**config.mk**
```make
export PLATFORM = sky130hd
export DESIGN_NAME = pt_top
export DESIGN_NICKNAME = d
export VERILOG_FILES = /design/src/core/pt_top.v /design/src/core/pt_sync.v /design/src/core/pt_mem.v
export VERILOG_INCLUDE_DIRS = /design/src /design/src/core
export SDC_FILE = /design/constraint.sdc
export NUM_CORES = 2
export LEC_CHECK = 0
export BUFFER_PORTS_ARGS = -buffer_cell sky130_fd_sc_hd__buf_2
export CAP_MARGIN = 0
export CORE_MARGIN = 5
export CORE_UTILIZATION = 45
export DETAILED_ROUTE_END_ITERATION = 8
export GPL_TIMING_DRIVEN = 1
export SYNTH_ARGS = -nofsm -noshare
export SYNTH_HDL_FRONTEND = slang
export SYNTH_SLANG_ARGS = --single-unit
```
**constraint.sdc**
```tcl
create_clock -name clk_i -period 19.3 [get_ports clk_i]
set_input_delay 0.965 -clock clk_i [delete_from_list [all_inputs] [get_ports clk_i]]
set_output_delay 0.965 -clock clk_i [all_outputs]
set_load 0.01 [all_outputs]
```
**src/core/pt_defs.vh**
```
// constants shared by the pulse-train positioning block
// assumes a 250 MHz clock and a register port with 6-bit byte addresses
`ifndef PT_DEFS_VH
`define PT_DEFS_VH
// ==========
// register byte offsets
`define PT_OFF_CTRL    6'h00
`define PT_OFF_CMD     6'h04
`define PT_OFF_TGT     6'h08
`define PT_OFF_TGT2    6'h0c
`define PT_OFF_INIT    6'h10
`define PT_OFF_MAX     6'h14
`define PT_OFF_ACC_US  6'h18
`define PT_OFF_HSC_LO  6'h1c
`define PT_OFF_HSC_HI  6'h20
`define PT_OFF_POS     6'h24
`define PT_OFF_TBL_A   6'h28
`define PT_OFF_TBL_D   6'h2c
`define PT_OFF_STAT    6'h30
`define PT_OFF_IRQ_ST  6'h34
`define PT_OFF_IRQ_EN  6'h38
`define PT_OFF_IRQ_CLR 6'h3c
// ==========
// control fields
`define PT_CTRL_W      9
`define PT_F_FMT       1:0
`define PT_F_MODE      4:2
`define PT_B_SRC       5
`define PT_B_TWOSPD    6
`define PT_B_JOGTGT    7
`define PT_B_JOGRUN    8
`define PT_B_GO        0
`define PT_B_STOP      1
`define PT_B_CLRHSC    2
`define PT_B_CLRPOS    3
// ==========
// output formats and modes
`define PT_FMT_CWCCW   2'h0
`define PT_FMT_PD_LO   2'h1
`define PT_FMT_PD_HI   2'h2
`define PT_M_TRAP      3'h0
`define PT_M_HOME      3'h1
`define PT_M_JOG       3'h2
`define PT_M_TABLE     3'h3
`define PT_M_INTERP    3'h4
// ==========
// compare targets, timing, sizes
`define PT_CMP_SLOW    32'h0000_1194
`define PT_CMP_STOP    32'h0000_1388
`define PT_CLK_MHZ     250
`define PT_DIR_WAIT_US 300
`define PT_RAMP_SHIFT  4
`define PT_TBL_AW      4
`define PT_IRQ_W       3
`endif

```
**src/core/pt_top.v**
```verilog
// pulse-train positioning core: pulse engine, encoder compare, registers
// assumes a single-cycle register port and asynchronous pin inputs
`default_nettype none
`include "pt_defs.vh"
// Function
// - single speed: run on at start, off at 5000
// - two speed: fast off at 4500, run off at 5000
// - count main or cassette encoder pulses
// - two-pulse: forward and reverse lines
// - pulse/direction, direction low forward
// - pulse/direction, direction high forward
// - trapezoid ramp from initial to maximum speed
// - jog while condition holds, optional target stop
// - automatic home return
// - table mode runs stored entries
// - interpolation needs two cassettes
// - 32-bit count in two 16-bit words
// - about 300 us direction-to-pulse wait
// - home return pulses until home input
// - own pulses count up forward, down reverse
module pt_top #(
  parameter [31:0] DIR_WAIT_CYC = `PT_DIR_WAIT_US * `PT_CLK_MHZ
) (
  // clock and reset
  input  wire        clk_i,
  input  wire        rst_i,
  // register port
  input  wire [5:0]  reg_addr_i,
  input  wire [31:0] reg_wdata_i,
  input  wire        reg_wr_i,
  input  wire        reg_rd_i,
  output reg  [31:0] reg_rdata_o,
  // pins in
  input  wire        encoder_in_main_i,
  input  wire        encoder_in_cassette_i,
  input  wire        start_in_main_i,
  input  wire        start_in_cassette_i,
  input  wire        home_i,
  input  wire        two_cassettes_i,
  // inverter outputs
  output reg         inverter_run_out_main_o,
  output reg         inverter_fast_out_main_o,
  output reg         inverter_run_out_cassette_o,
  output reg         inverter_fast_out_cassette_o,
  // pulse outputs
  output reg         pls_a_o,
  output reg         pls_b_o,
  output reg         pls2_a_o,
  output reg         pls2_b_o,
  // flags
  output reg         counter_ch0_busy_flag_o,
  output reg         counter_ch8_busy_flag_o,
  output reg         pulse_busy_o,
  output reg         compare_result_flag_o,
  output reg         irq_o
);
  localparam [2:0] S_IDLE  = 3'h0;
  localparam [2:0] S_LOAD  = 3'h1;
  localparam [2:0] S_WAIT  = 3'h2;
  localparam [2:0] S_RUN   = 3'h3;
  localparam [2:0] S_FETCH = 3'h4;
  localparam [2:0] S_FDATA = 3'h5;

  // map pulse level onto the two lines of one axis
  function [1:0] fmt_out;
    input [1:0] fmt;
    input       p;
    input       rev;
    begin
      case (fmt)
        `PT_FMT_CWCCW: fmt_out = {p & ~rev, p & rev};
        `PT_FMT_PD_LO: fmt_out = {p, rev};
        `PT_FMT_PD_HI: fmt_out = {p, ~rev};
        default:       fmt_out = 2'h0;
      endcase
    end
  endfunction

  function [31:0] absv;
    input [31:0] v;
    begin
      absv = v[31] ? (~v + 32'h1) : v;
    end
  endfunction

  // ==========
  // pin synchronisers
  wire [5:0] pin_s;
  pt_sync #(.W(6)) u_sync (
    .clk_i (clk_i),
    .rst_i (rst_i),
    .d_i   ({two_cassettes_i, home_i, start_in_cassette_i,
             start_in_main_i, encoder_in_cassette_i, encoder_in_main_i}),
    .q_o   (pin_s)
  );

  // ==========
  // registers
  reg [`PT_CTRL_W-1:0] ctrl_r;
  reg [31:0]           tgt_r, tgt2_r, init_r, max_r, acc_us_r;
  reg [`PT_TBL_AW-1:0] tbl_wa_r;
  reg [`PT_IRQ_W-1:0]  irq_st_r, irq_en_r;
  reg [31:0]           hsc_r, pos_r;
  wire [1:0] fmt  = ctrl_r[`PT_F_FMT];
  wire [2:0] mode = ctrl_r[`PT_F_MODE];
  wire       src  = ctrl_r[`PT_B_SRC];
  wire wr_cmd = reg_wr_i && (reg_addr_i == `PT_OFF_CMD);
  wire go_cmd   = wr_cmd && reg_wdata_i[`PT_B_GO];
  wire stop_cmd = wr_cmd && reg_wdata_i[`PT_B_STOP];
  wire tbl_we   = reg_wr_i && (reg_addr_i == `PT_OFF_TBL_D);

  always @(posedge clk_i or posedge rst_i) begin
    if (rst_i) begin
      ctrl_r   <= {`PT_CTRL_W{1'b0}};
      tgt_r    <= 32'h0;
      tgt2_r   <= 32'h0;
      init_r   <= 32'h0;
      max_r    <= 32'h0;
      acc_us_r <= 32'h0;
      tbl_wa_r <= {`PT_TBL_AW{1'b0}};
      irq_en_r <= {`PT_IRQ_W{1'b0}};
    end else if (reg_wr_i) begin
      case (reg_addr_i)
        `PT_OFF_CTRL:   ctrl_r   <= reg_wdata_i[`PT_CTRL_W-1:0];
        `PT_OFF_TGT:    tgt_r    <= reg_wdata_i;
        `PT_OFF_TGT2:   tgt2_r   <= reg_wdata_i;
        `PT_OFF_INIT:   init_r   <= reg_wdata_i;
        `PT_OFF_MAX:    max_r    <= reg_wdata_i;
        `PT_OFF_ACC_US: acc_us_r <= reg_wdata_i;
        `PT_OFF_TBL_A:  tbl_wa_r <= reg_wdata_i[`PT_TBL_AW-1:0];
        `PT_OFF_TBL_D:  tbl_wa_r <= tbl_wa_r + 1'b1;
        `PT_OFF_IRQ_EN: irq_en_r <= reg_wdata_i[`PT_IRQ_W-1:0];
        default: ;
      endcase
    end
  end

  // ==========
  // encoder counter and compare positioning
  reg enc_q_r, start_q_r, cmp_busy_r, run_r, fast_r, cmp_flag_r;
  wire enc_s   = src ? pin_s[1] : pin_s[0];
  wire start_s = src ? pin_s[3] : pin_s[2];
  wire cmp_start = start_s && !start_q_r && !cmp_busy_r;
  reg  cmp_done;

  always @(posedge clk_i or posedge rst_i) begin
    if (rst_i) begin
      enc_q_r    <= 1'b0;
      start_q_r  <= 1'b0;
      hsc_r      <= 32'h0;
      cmp_busy_r <= 1'b0;
      run_r      <= 1'b0;
      fast_r     <= 1'b0;
      cmp_flag_r <= 1'b0;
      cmp_done   <= 1'b0;
    end else begin
      enc_q_r   <= enc_s;
      start_q_r <= start_s;
      cmp_done  <= 1'b0;
      if (wr_cmd && reg_wdata_i[`PT_B_CLRHSC]) begin
        hsc_r <= 32'h0;
      end else if (enc_s && !enc_q_r) begin
        hsc_r <= hsc_r + 32'h1;
      end
      cmp_flag_r <= (hsc_r >= `PT_CMP_SLOW);
      if (cmp_start) begin
        cmp_busy_r <= 1'b1;
        run_r      <= 1'b1;
        fast_r     <= ctrl_r[`PT_B_TWOSPD];
      end else if (cmp_busy_r) begin
        if (hsc_r >= `PT_CMP_SLOW) begin
          fast_r <= 1'b0;
        end
        if (hsc_r >= `PT_CMP_STOP) begin
          run_r      <= 1'b0;
          fast_r     <= 1'b0;
          cmp_busy_r <= 1'b0;
          cmp_done   <= 1'b1;
        end
      end
    end
  end

  // ==========
  // pulse engine
  reg [2:0]            st_r;
  reg [31:0]           acc_r, spd_r, cnt_r, major_r, n1_r, n2_r;
  reg [31:0]           err1_r, err2_r, wait_r, accp_r, cur_r;
  reg                  lvl_r, en1_r, en2_r, dir1_r, dir2_r, unlim_r;
  reg [`PT_TBL_AW-1:0] tbl_ra_r;
  reg [7:0]            us_r;
  reg [31:0]           rstep_r;
  reg                  mv_done, home_hit;
  wire [31:0] tbl_q;
  wire [32:0] acc_sum = {1'b0, acc_r} + {1'b0, spd_r};
  wire        rise = acc_sum[32] && !lvl_r;
  wire        fall = acc_sum[32] && lvl_r;
  wire [31:0] e1 = err1_r + n1_r;
  wire [31:0] e2 = err2_r + n2_r;
  wire [31:0] delta = (max_r - init_r) >> `PT_RAMP_SHIFT;
  wire [31:0] rstep_lim = acc_us_r >> `PT_RAMP_SHIFT;
  wire        us_tick = (us_r == (`PT_CLK_MHZ - 1));
  wire        ramp_tick = us_tick && (rstep_r >= rstep_lim);
  wire        decel = !unlim_r && ((major_r - cnt_r) <= accp_r);
  wire        pd_fmt = (fmt != `PT_FMT_CWCCW);
  wire        interp = (mode == `PT_M_INTERP);
  wire        jog_end = (mode == `PT_M_JOG) && !ctrl_r[`PT_B_JOGRUN];
  wire        cnt_end = !unlim_r && (cnt_r >= major_r);
  wire [31:0] n1_nxt = absv(cur_r);
  wire [31:0] n2_nxt = interp ? absv(tgt2_r) : 32'h0;

  pt_mem u_mem (
    .clk_i   (clk_i),
    .wr_i    (tbl_we),
    .waddr_i (tbl_wa_r),
    .wdata_i (reg_wdata_i),
    .raddr_i (tbl_ra_r),
    .rdata_o (tbl_q)
  );

  always @(posedge clk_i or posedge rst_i) begin
    if (rst_i) begin
      st_r <= S_IDLE;
      {acc_r, spd_r, cnt_r, major_r, n1_r, n2_r} <= {6{32'h0}};
      {err1_r, err2_r, wait_r, accp_r, cur_r}    <= {5{32'h0}};
      {lvl_r, en1_r, en2_r, dir1_r, dir2_r, unlim_r} <= 6'h0;
      tbl_ra_r <= {`PT_TBL_AW{1'b0}};
      us_r     <= 8'h0;
      rstep_r  <= 32'h0;
      pos_r    <= 32'h0;
      mv_done  <= 1'b0;
      home_hit <= 1'b0;
    end else begin
      mv_done  <= 1'b0;
      home_hit <= 1'b0;
      us_r <= us_tick ? 8'h0 : us_r + 8'h1;
      if (wr_cmd && reg_wdata_i[`PT_B_CLRPOS]) begin
        pos_r <= 32'h0;
      end else if (st_r == S_RUN && rise && e1 >= major_r) begin
        pos_r <= dir1_r ? pos_r - 32'h1 : pos_r + 32'h1;
      end
      case (st_r)
        S_IDLE: begin
          lvl_r <= 1'b0;
          if (go_cmd) begin
            cur_r    <= tgt_r;
            tbl_ra_r <= {`PT_TBL_AW{1'b0}};
            if (mode == `PT_M_TABLE) begin
              st_r <= S_FETCH;
            end else if (!interp || pin_s[5]) begin
              st_r <= S_LOAD;
            end
          end
        end
        S_FETCH: st_r <= S_FDATA;
        S_FDATA: begin
          if (tbl_q == 32'h0) begin
            st_r    <= S_IDLE;
            mv_done <= 1'b1;
          end else begin
            cur_r    <= tbl_q;
            tbl_ra_r <= tbl_ra_r + 1'b1;
            st_r     <= S_LOAD;
          end
        end
        S_LOAD: begin
          dir1_r  <= (mode == `PT_M_HOME) ? 1'b1 : cur_r[31];
          dir2_r  <= tgt2_r[31];
          n1_r    <= n1_nxt;
          n2_r    <= n2_nxt;
          major_r <= (n2_nxt > n1_nxt) ? n2_nxt : n1_nxt;
          // home and free jog have no end count
          unlim_r <= (mode == `PT_M_HOME) ||
                     ((mode == `PT_M_JOG) && !ctrl_r[`PT_B_JOGTGT]);
          {err1_r, err2_r, cnt_r, accp_r, acc_r} <= {5{32'h0}};
          spd_r   <= (mode == `PT_M_JOG) ? max_r : init_r;
          wait_r  <= 32'h0;
          rstep_r <= 32'h0;
          st_r    <= pd_fmt ? S_WAIT : S_RUN;
        end
        S_WAIT: begin
          wait_r <= wait_r + 32'h1;
          if (wait_r >= DIR_WAIT_CYC - 32'h1) begin
            st_r <= S_RUN;
          end
        end
        S_RUN: begin
          acc_r <= acc_sum[31:0];
          if (acc_sum[32]) begin
            lvl_r <= ~lvl_r;
          end
          if (rise) begin
            cnt_r <= cnt_r + 32'h1;
            // both axes stepped from major count
            en1_r  <= (e1 >= major_r) || unlim_r;
            err1_r <= (e1 >= major_r) ? e1 - major_r : e1;
            en2_r  <= interp && (e2 >= major_r);
            err2_r <= (e2 >= major_r) ? e2 - major_r : e2;
            if (!decel && spd_r < max_r) begin
              accp_r <= accp_r + 32'h1;
            end
          end
          rstep_r <= ramp_tick ? 32'h0 : rstep_r + {31'h0, us_tick};
          if (ramp_tick && (mode != `PT_M_JOG)) begin
            if (decel) begin
              spd_r <= (spd_r - delta < init_r || spd_r < delta) ?
                       init_r : spd_r - delta;
            end else if (spd_r < max_r) begin
              spd_r <= (max_r - spd_r < delta) ? max_r : spd_r + delta;
            end
          end
          if (stop_cmd || (mode == `PT_M_HOME && pin_s[4])) begin
            home_hit <= (mode == `PT_M_HOME) && pin_s[4];
            mv_done  <= 1'b1;
            st_r     <= S_IDLE;
          end else if (jog_end || (fall && cnt_end) ||
                       (cnt_end && !lvl_r) || major_r == 32'h0) begin
            // jog stops on condition or target
            if (mode == `PT_M_TABLE) begin
              st_r <= S_FETCH;
            end else begin
              mv_done <= 1'b1;
              st_r    <= S_IDLE;
            end
          end
        end
        default: st_r <= S_IDLE;
      endcase
    end
  end

  // ==========
  // interrupts and output flops
  wire [`PT_IRQ_W-1:0] ev = {home_hit, mv_done, cmp_done};
  wire [`PT_IRQ_W-1:0] clr =
    (reg_wr_i && reg_addr_i == `PT_OFF_IRQ_CLR) ?
    reg_wdata_i[`PT_IRQ_W-1:0] : {`PT_IRQ_W{1'b0}};
  wire       mv_busy = (st_r != S_IDLE);
  wire [1:0] ax1 = fmt_out(fmt, lvl_r & en1_r & (st_r == S_RUN), dir1_r);
  wire [1:0] ax2 = fmt_out(fmt, lvl_r & en2_r & (st_r == S_RUN), dir2_r);

  always @(posedge clk_i or posedge rst_i) begin
    if (rst_i) begin
      irq_st_r <= {`PT_IRQ_W{1'b0}};
      irq_o    <= 1'b0;
      {pls_a_o, pls_b_o, pls2_a_o, pls2_b_o} <= 4'h0;
      {inverter_run_out_main_o, inverter_fast_out_main_o}         <= 2'h0;
      {inverter_run_out_cassette_o, inverter_fast_out_cassette_o} <= 2'h0;
      counter_ch0_busy_flag_o <= 1'b0;
      counter_ch8_busy_flag_o <= 1'b0;
      pulse_busy_o            <= 1'b0;
      compare_result_flag_o   <= 1'b0;
    end else begin
      // set wins over clear
      irq_st_r <= (irq_st_r & ~clr) | ev;
      irq_o    <= |(irq_st_r & irq_en_r);
      {pls_a_o, pls_b_o}   <= ax1;
      {pls2_a_o, pls2_b_o} <= interp ? ax2 : 2'h0;
      inverter_run_out_main_o      <= run_r & !src;
      inverter_fast_out_main_o     <= fast_r & !src;
      inverter_run_out_cassette_o  <= run_r & src;
      inverter_fast_out_cassette_o <= fast_r & src;
      counter_ch0_busy_flag_o <= (cmp_busy_r & !src) | mv_busy;
      counter_ch8_busy_flag_o <= cmp_busy_r & src;
      pulse_busy_o            <= mv_busy;
      compare_result_flag_o   <= cmp_flag_r;
    end
  end

  // ==========
  // read port, data one cycle after strobe
  always @(posedge clk_i or posedge rst_i) begin
    if (rst_i) begin
      reg_rdata_o <= 32'h0;
    end else if (reg_rd_i) begin
      case (reg_addr_i)
        `PT_OFF_CTRL:   reg_rdata_o <= {23'h0, ctrl_r};
        `PT_OFF_TGT:    reg_rdata_o <= tgt_r;
        `PT_OFF_TGT2:   reg_rdata_o <= tgt2_r;
        `PT_OFF_INIT:   reg_rdata_o <= init_r;
        `PT_OFF_MAX:    reg_rdata_o <= max_r;
        `PT_OFF_ACC_US: reg_rdata_o <= acc_us_r;
        `PT_OFF_HSC_LO: reg_rdata_o <= {16'h0, hsc_r[15:0]};
        `PT_OFF_HSC_HI: reg_rdata_o <= {16'h0, hsc_r[31:16]};
        `PT_OFF_POS:    reg_rdata_o <= pos_r;
        `PT_OFF_TBL_A:  reg_rdata_o <= {28'h0, tbl_wa_r};
        `PT_OFF_STAT:   reg_rdata_o <= {26'h0, pin_s[5], cmp_flag_r,
                                        dir1_r, cmp_busy_r & src,
                                        cmp_busy_r & !src, mv_busy};
        `PT_OFF_IRQ_ST: reg_rdata_o <= {29'h0, irq_st_r};
        `PT_OFF_IRQ_EN: reg_rdata_o <= {29'h0, irq_en_r};
        default:        reg_rdata_o <= 32'h0;
      endcase
    end else begin
      reg_rdata_o <= 32'h0;
    end
  end
endmodule
`default_nettype wire

```
**src/core/pt_sync.v**
```verilog
// two-flop synchroniser for pin inputs
// assumes inputs asynchronous to clk_i
`default_nettype none
module pt_sync #(
  parameter W = 1
) (
  // clock and reset
  input  wire         clk_i,
  input  wire         rst_i,
  // levels
  input  wire [W-1:0] d_i,
  output reg  [W-1:0] q_o
);
  reg [W-1:0] meta_r;

  always @(posedge clk_i or posedge rst_i) begin
    if (rst_i) begin
      meta_r <= {W{1'b0}};
      q_o    <= {W{1'b0}};
    end else begin
      meta_r <= d_i;
      q_o    <= meta_r;
    end
  end
endmodule
`default_nettype wire

```
**src/core/pt_mem.v**
```verilog
// positioning table storage, registered read data
// assumes one writer and one reader on clk_i
`default_nettype none
`include "pt_defs.vh"
module pt_mem (
  // clock
  input  wire                   clk_i,
  // write side
  input  wire                   wr_i,
  input  wire [`PT_TBL_AW-1:0]  waddr_i,
  input  wire [31:0]            wdata_i,
  // read side
  input  wire [`PT_TBL_AW-1:0]  raddr_i,
  output reg  [31:0]            rdata_o
);
  reg [31:0] mem [0:(1<<`PT_TBL_AW)-1];

  always @(posedge clk_i) begin
    if (wr_i) begin
      mem[waddr_i] <= wdata_i;
    end
    rdata_o <= mem[raddr_i];
  end
endmodule
`default_nettype wire

```
* After elaboration in Yosys (flattened, before gate mapping) *
Memory sizes are Yosys's and may differ from the RTL's. A register that Yosys moved wholly into a read port is not among the register bits.
Index checks and enable logic that the tools add are counted.

storage, ports and cells
  flip-flop bits (word level) = 714
  bits in writable memories = 512
  logic and storage cells = 315
  input bits = 48
  output and inout port bits = 45
  memories = 1

memories
  name       words  width  rd ports  clocked after memory_dff  wr ports  line         source
  u_mem.mem  16     32     1         1                         1         pt_mem.v:16  reg [31:0] mem [0:(1<<`PT_TBL_AW)-1];

operators by class
  reduce and logical (&&, ||, !) cells = 78
  $lt $le $gt $ge = 13
  $add $sub $neg = 22
  equality and inequality tests = 38
  muxes and demuxes = 82
  bitwise logic cells = 24

operators by type and width
  kind                   count
  $mux 32                26
  $pmux 32 s2            9
  $pmux 32 s13           1
  $add 32x1->32 const B  7
  $sub 32x32->32         5
  $ge 32x32->1           3
  $add 32x32->32         2
  $ge 32x13->1 const B   2
  $logic_not 32->1       2
  $lt 32x28->1           2
  $lt 32x32->1           2
  $not 32->32            2
  $eq 6x6->1 const B     8
  $add 32x32->33         1
  $add 32x1->32          1
  $add 32x28->32         1
  $ge 32x17->1 const B   1
  $ge 32x28->1           1
  $gt 32x32->1           1
  $le 32x32->1           1
  $sub 32x1->32 const B  1
  $sub 32x28->32         1
  $mux 1                 27
  $reduce_and 2->1       13
  39 further kinds       137

* Longest topological paths before layout *
  depth in word-level cells = 9
  gate-level depth with buffers = 34
  depth with buffers taken out = 32

* Cells and area by module *
From an unflattened synthesis, not the netlist that was laid out.

second synthesis, totals
  cell total of the unflattened synthesis = 7118
  area total of the unflattened synthesis = 73893.4 um^2

by module, submodules not included
  module   cells each  area an instance (um^2)  instances  seq. area each (um^2)
  pt_top   6267        53754.1                  1          17566.8
  pt_mem   838         19835.3                  1          16015.4
  pt_sync  13          304.0                    1          300.3

* Worst setup path before layout *
Ideal clock, no wire load.

  path kind = register to register
  start point = reg init_r[18]
  end point = reg spd_r[15]
  cell stages (with the launch flop) = 32
  arrival time = 6.380 ns
  required time = 19.206 ns
  setup slack = 12.826 ns
  library setup time = 0.094 ns
  path buffers = 4
  clock period less this slack = 6.474 ns
  path through = dfrtp_1 -> inv_1 -> ha_1 -> a21o_1 -> a21o_1 -> a21o_1 -> or4_4 -> a21oi_4 -> o31ai_1 -> a21oi_1 -> o21bai_1 -> a21oi_1 -> inv_1 -> a21oi_1 -> xnor2_1 -> ha_1 -> clkbuf_1 -> nor4_1 -> o311a_1 -> buf_2 -> nor2_1 -> xnor2_1 -> ha_1 -> a21o_1 -> a21o_1 -> a211oi_1 -> and2_1 -> clkbuf_1 -> a21oi_1 -> buf_2 -> mux2i_1 -> a211oi_1

between the ends
  cells in the longest elaborated chain, start to end = 8
  elaborated cells on any way between the ends = 13
  those cells by class = 3 x add/sub; 3 x order compare; 6 x mux; 1 x reduce/logical

RTL lines
  what                    line                        source
  start, declared         pt_top.v:100                reg [31:0] tgt_r, tgt2_r, init_r, max_r, acc_us_r;
  start signal, assigned  pt_top.v:127                `PT_OFF_INIT: init_r <= reg_wdata_i;
  $sub 32x32->32          pt_top.v:200                wire [31:0] delta = (max_r - init_r) >> `PT_RAMP_SHIFT;
  $sub 32x28->32          pt_top.v:306, pt_top.v:307
  $lt 32x32->1            pt_top.v:306                spd_r <= (spd_r - delta < init_r || spd_r < delta) ?
  $logic_or 1x1->1        pt_top.v:306
  $mux 32                 pt_top.v:306
  $mux 32 *               pt_top.v:305                if (decel) begin
  $mux 32 *               pt_top.v:304                if (ramp_tick && (mode != `PT_M_JOG)) begin
  $pmux 32 s2 *           pt_top.v:242                case (st_r)
  end signal, assigned    pt_top.v:276                spd_r <= (mode == `PT_M_JOG) ? max_r : init_r;
  end signal, assigned    pt_top.v:306
  end signal, assigned    pt_top.v:309                spd_r <= (max_r - spd_r < delta) ? max_r : spd_r + delta;
  end, declared           pt_top.v:187                reg [31:0] acc_r, spd_r, cnt_r, major_r, n1_r, n2_r;

Every way passes the cells marked *; elsewhere a longest branch is shown, timed or not. The select of a mux whose other input is x is not followed.
A chain may end at the register's enable or synchronous reset.

* Final worst setup path *
  start point = reg max_r[1]
  end point = reg spd_r[1]

between the ends
  cells in the longest elaborated chain, start to end = 8
  elaborated cells on any way between the ends = 18
  those cells by class = 4 x add/sub; 4 x order compare; 1 x eq/ne; 7 x mux; 2 x reduce/logical

RTL lines
  what                    line                        source
  start, declared         pt_top.v:100
  start signal, assigned  pt_top.v:128                `PT_OFF_MAX: max_r <= reg_wdata_i;
  $sub 32x32->32          pt_top.v:200
  $sub 32x28->32          pt_top.v:306, pt_top.v:307
  $lt 32x32->1            pt_top.v:306
  $logic_or 1x1->1        pt_top.v:306
  $mux 32                 pt_top.v:306
  $mux 32                 pt_top.v:305
  $mux 32                 pt_top.v:304
  $pmux 32 s2             pt_top.v:242

Several ways; a longest one is shown, not always the timed one. The select of a mux whose other input is x is not followed.

==> out/metrics.yaml <==
outcome:
  outcome: "finished clean"
finish:
  nNetsFinal: 7892
  largest-register: "u_mem.mem"
  largest_reg_flops: 512
  drive_above_1_share: 0.103
  synthToLayoutAreaGrowth_pct: 10.3
  fill_cells: 15000
  fin_util: 0.499
  final_area_um2: 82300
sta:
  layout_min_cycle_time_ns: 8.68
  rsz0062_at_grt: "no"
  tns_ns: 0
  drv_slew: 0
  hold-worst-slack_ns: 0.177
  report.final.hold_viol_count: 0
  relSlewSlack: 0.177
  worst_slew_pin_slew_ns: 1.23
  finalCritPeriodShare: 0.450
  fmax_ghz: 0.115
  setup_viol: 0
  skew_ns: 0.0657
worst_setup_path:
  path_class: "flop to flop"
  r2r-start: "max_r[1]$_DFFE_PP0P_"
  critPathMaxFanout: 11
  cp-endpoint: "spd_r[1]$_DFFE_PP0P_"
  cp_slowest_cell: "and2_1"
  required_ns: 20.01
  ff2ff_path_depth: 30
  reg2reg_to: "spd_r[1]$_DFFE_PP0P_"
  r2r_setup_slack_ns: 10.62
  startpoint: "max_r[1]$_DFFE_PP0P_"
  critPathMaxStageDelay_ns: 0.64
  startpoint_type: "flop"
  worst_ep_arrival_time_ns: 9.39
  cp-end-kind: "flop"
global_routing:
  overflow: 0
  antenna_found_initial: 22
  grt_max_degree: 168
  grt_pass1_vias: 56300
  grt_util_all_layers: 0.274
  grt_pass1_wl_um: 363000
yosys:
  synth_top_cell_by_area: "dfrtp_1"
  synthesis.nets: 7892
  yosysUniqueCellTypes: 105
  ys_ff_latch: 1258
  synthArstFlopShare: 0.568
  netlist_area_um2: 74600
  synthSimpleGateAreaFrac: 0.133
  ys.flop_type: "dfrtp_1"
  yosys_warnings: 0
  synthAdderAreaFrac: 0.0855
  yosys-top-cells-area: "dfrtp_1 (24%), edfxtp_1 (21%), ha_1 (8.3%), a21oi_1 (3.5%), mux2_2 (3.1%)"
  synth_xor_area_frac: 0.0498
  synth_compound_area_frac: 0.170
  synth_cells: 7341
  avgSynthCellArea_um2: 10.2
  ys_seq_area_frac: 0.454
  synth_edf_count: 512
  synth_top_area_share: 0.239
  synth_top_family_by_area: "compound AO/OA/AOI/OAI gates"
  synthMuxAreaShare: 0.0739
floorplanning:
  core_area_um2: 165000
  ioPinCount: 93
  rows: 149
  die_w_um: 417
  die-area_um2: 174000
  die_height_um: 417
  initial_utilization: 0.452
detailed_routing:
  drt-pass1-iter-count: 5
  wl_per_cell_um: 25.4
  ant_nets: 0
  wl_um: 245000
  drc_errors: 0
  detail_route.vias_per_cell: 6.12
  first_iter_violations: 5575
  vias: 59100
placement:
  port_buffers: 92
  placed_area_um2: 77500
  place_hpwl_um: 174000
  routabilityCongestion: 0.970
clock_tree:
  root_buffer: "clkbuf_16"
  cts_tree: "yes"
  clkTransAtPathRegs_ns: 0.06
  cts_buffers: 143
  h-tree-depth: 4
  cts_hold_buf: 0
  postCtsSetupBuffers: 0
  ctsResizeCount: 0
  cts_num_sinks: 1258
  clock_latency_ns: 0.82
  clockBufferDepth: 3
power:
  power_frac_seq: 0.285
  power.share.switching: 0.428
  ir_drop_mv: 0.131
  clockPowerShare: 0.236
  p_per_area_nw_per_um2: 143
  power_switching_uw: 5020
  power.internal_uw: 6710
  p_leak_uw: 0.0347
  combinationalPowerShare: 0.479
min_path:
  hp-class: "input pin to async pin"
run:
  cap_violations: 0
Yosys cell counts (all sizes together), types with 74 or more instances:
library cell  instances
or3                  79
a21oi               525
inv                 347
a21o                158
mux2i               175
clkbuf              255
o211ai              100
nand3               215
edfxtp              512
ha                  493
nand2               616
dfrtp               714
xor2                175
nand4               110
and3                 77
mux2                206
xnor2               249
o21ai               464
nor3                154
a31oi                74
a211oi               81
nor2                510
a22oi               123
per-stage QoR:
stage                     total power, uW  setup WS (ns)  instances
after global placement               8860          11.00       9385
after floorplan                      7230           8.56       7341
after global routing                12400           9.99       9643
final                               11700          10.62       9653
after detailed placement             8880          10.93       9385
after CTS                           11700          10.89       9643
layer usage:
layer	wire (um)	vias up	global-route usage	part of all wire
met1	106000	29300	0.374	0.43
met3	16300	467	0.0467	0.067
li1	-	27200	-	-
met2	111000	2081	0.435	0.45
met5	76	-	0	0.00031
met4	11200	12	0.113	0.046
cell type report:
cell class | count | area, um^2 | area share
inverters | 349 | 1310 | 0.0160
clock buffers | 202 | 3950 | 0.0480
repair buffers | 176 | 1130 | 0.0137
diodes | 10 | 25.0 | 0.000304
multi-input cells | 5413 | 38400 | 0.467
flip-flops and latches | 1258 | 33900 | 0.412
clock inverters | 56 | 850 | 0.0103
well taps | 2189 | 2740 | 0.0333
worst min path at each step:
stage                     slack [ns]                       to                  startpoint  depth (start not counted)
final                           0.18   accp_r[24]$_DFFE_PP0P_                       rst_i                          2
after global routing            0.16   accp_r[17]$_DFFE_PP0P_                       rst_i                          2
after CTS                       0.14   accp_r[24]$_DFFE_PP0P_                       rst_i                          2
after detailed placement        0.33  u_sync.q_o[2]$_DFF_PP0_  u_sync.meta_r[2]$_DFF_PP0_                          0
after global placement          0.33  u_sync.q_o[1]$_DFF_PP0_  u_sync.meta_r[1]$_DFF_PP0_                          0
after floorplan                 0.33  u_sync.q_o[0]$_DFF_PP0_  u_sync.meta_r[0]$_DFF_PP0_                          0
kinds of logic after synthesis:
logic type               count (synthesis)
AND/OR/NAND/NOR                       2078
AO/OA/AOI/OAI                         1962
flip-flops                            1258
buffers and inverters                  670
adder cells (fa/ha/maj)                504
multiplexers                           445
XOR/XNOR                               424
worst max-delay path, delay by kind of cell (launching register included):
kind / cells / cell delay, ns
xor+xnor: 2 / 0.37
flops: 1 / 0.50
buf+inv: 1 / 0.11
simple gates: 4 / 0.91
fa+ha+maj: 3 / 1.00
compound gates: 20 / 5.67
layout by cell type (no fill, tap or decap), types with 65 or more instances in the layout:
cell,Yosys,routed
clkbuf_16,0,143
buf_4,1,81
o211ai_1,96,96
nor2_1,509,491
nand3_1,215,215
and3_1,76,76
xnor2_1,249,249
nand2_1,616,610
o21ai_0,459,458
mux2_2,206,206
nor4_1,66,65
xor2_1,175,175
edfxtp_1,512,512
a211oi_1,81,81
or3_1,79,79
nor3_1,152,146
a21o_1,158,158
buf_2,13,92
a31oi_1,74,73
ha_1,493,493
a22oi_1,123,123
mux2i_1,175,175
a21oi_1,521,520
inv_1,346,345
nand4_1,108,108
dfrtp_1,714,711
power groups by stage:
stage	clock, uW	combinational [uW]	sequential [uW]
6_report	2770	5620	3350
5_1_grt	2930	6140	3360
3_3_place_gp	0	5470	3390
3_5_place_dp	0	5490	3390
4_1_cts	2820	5540	3340
2_1_floorplan	0	4020	3210
No activity file was read; power rests on OpenSTA's default activity.
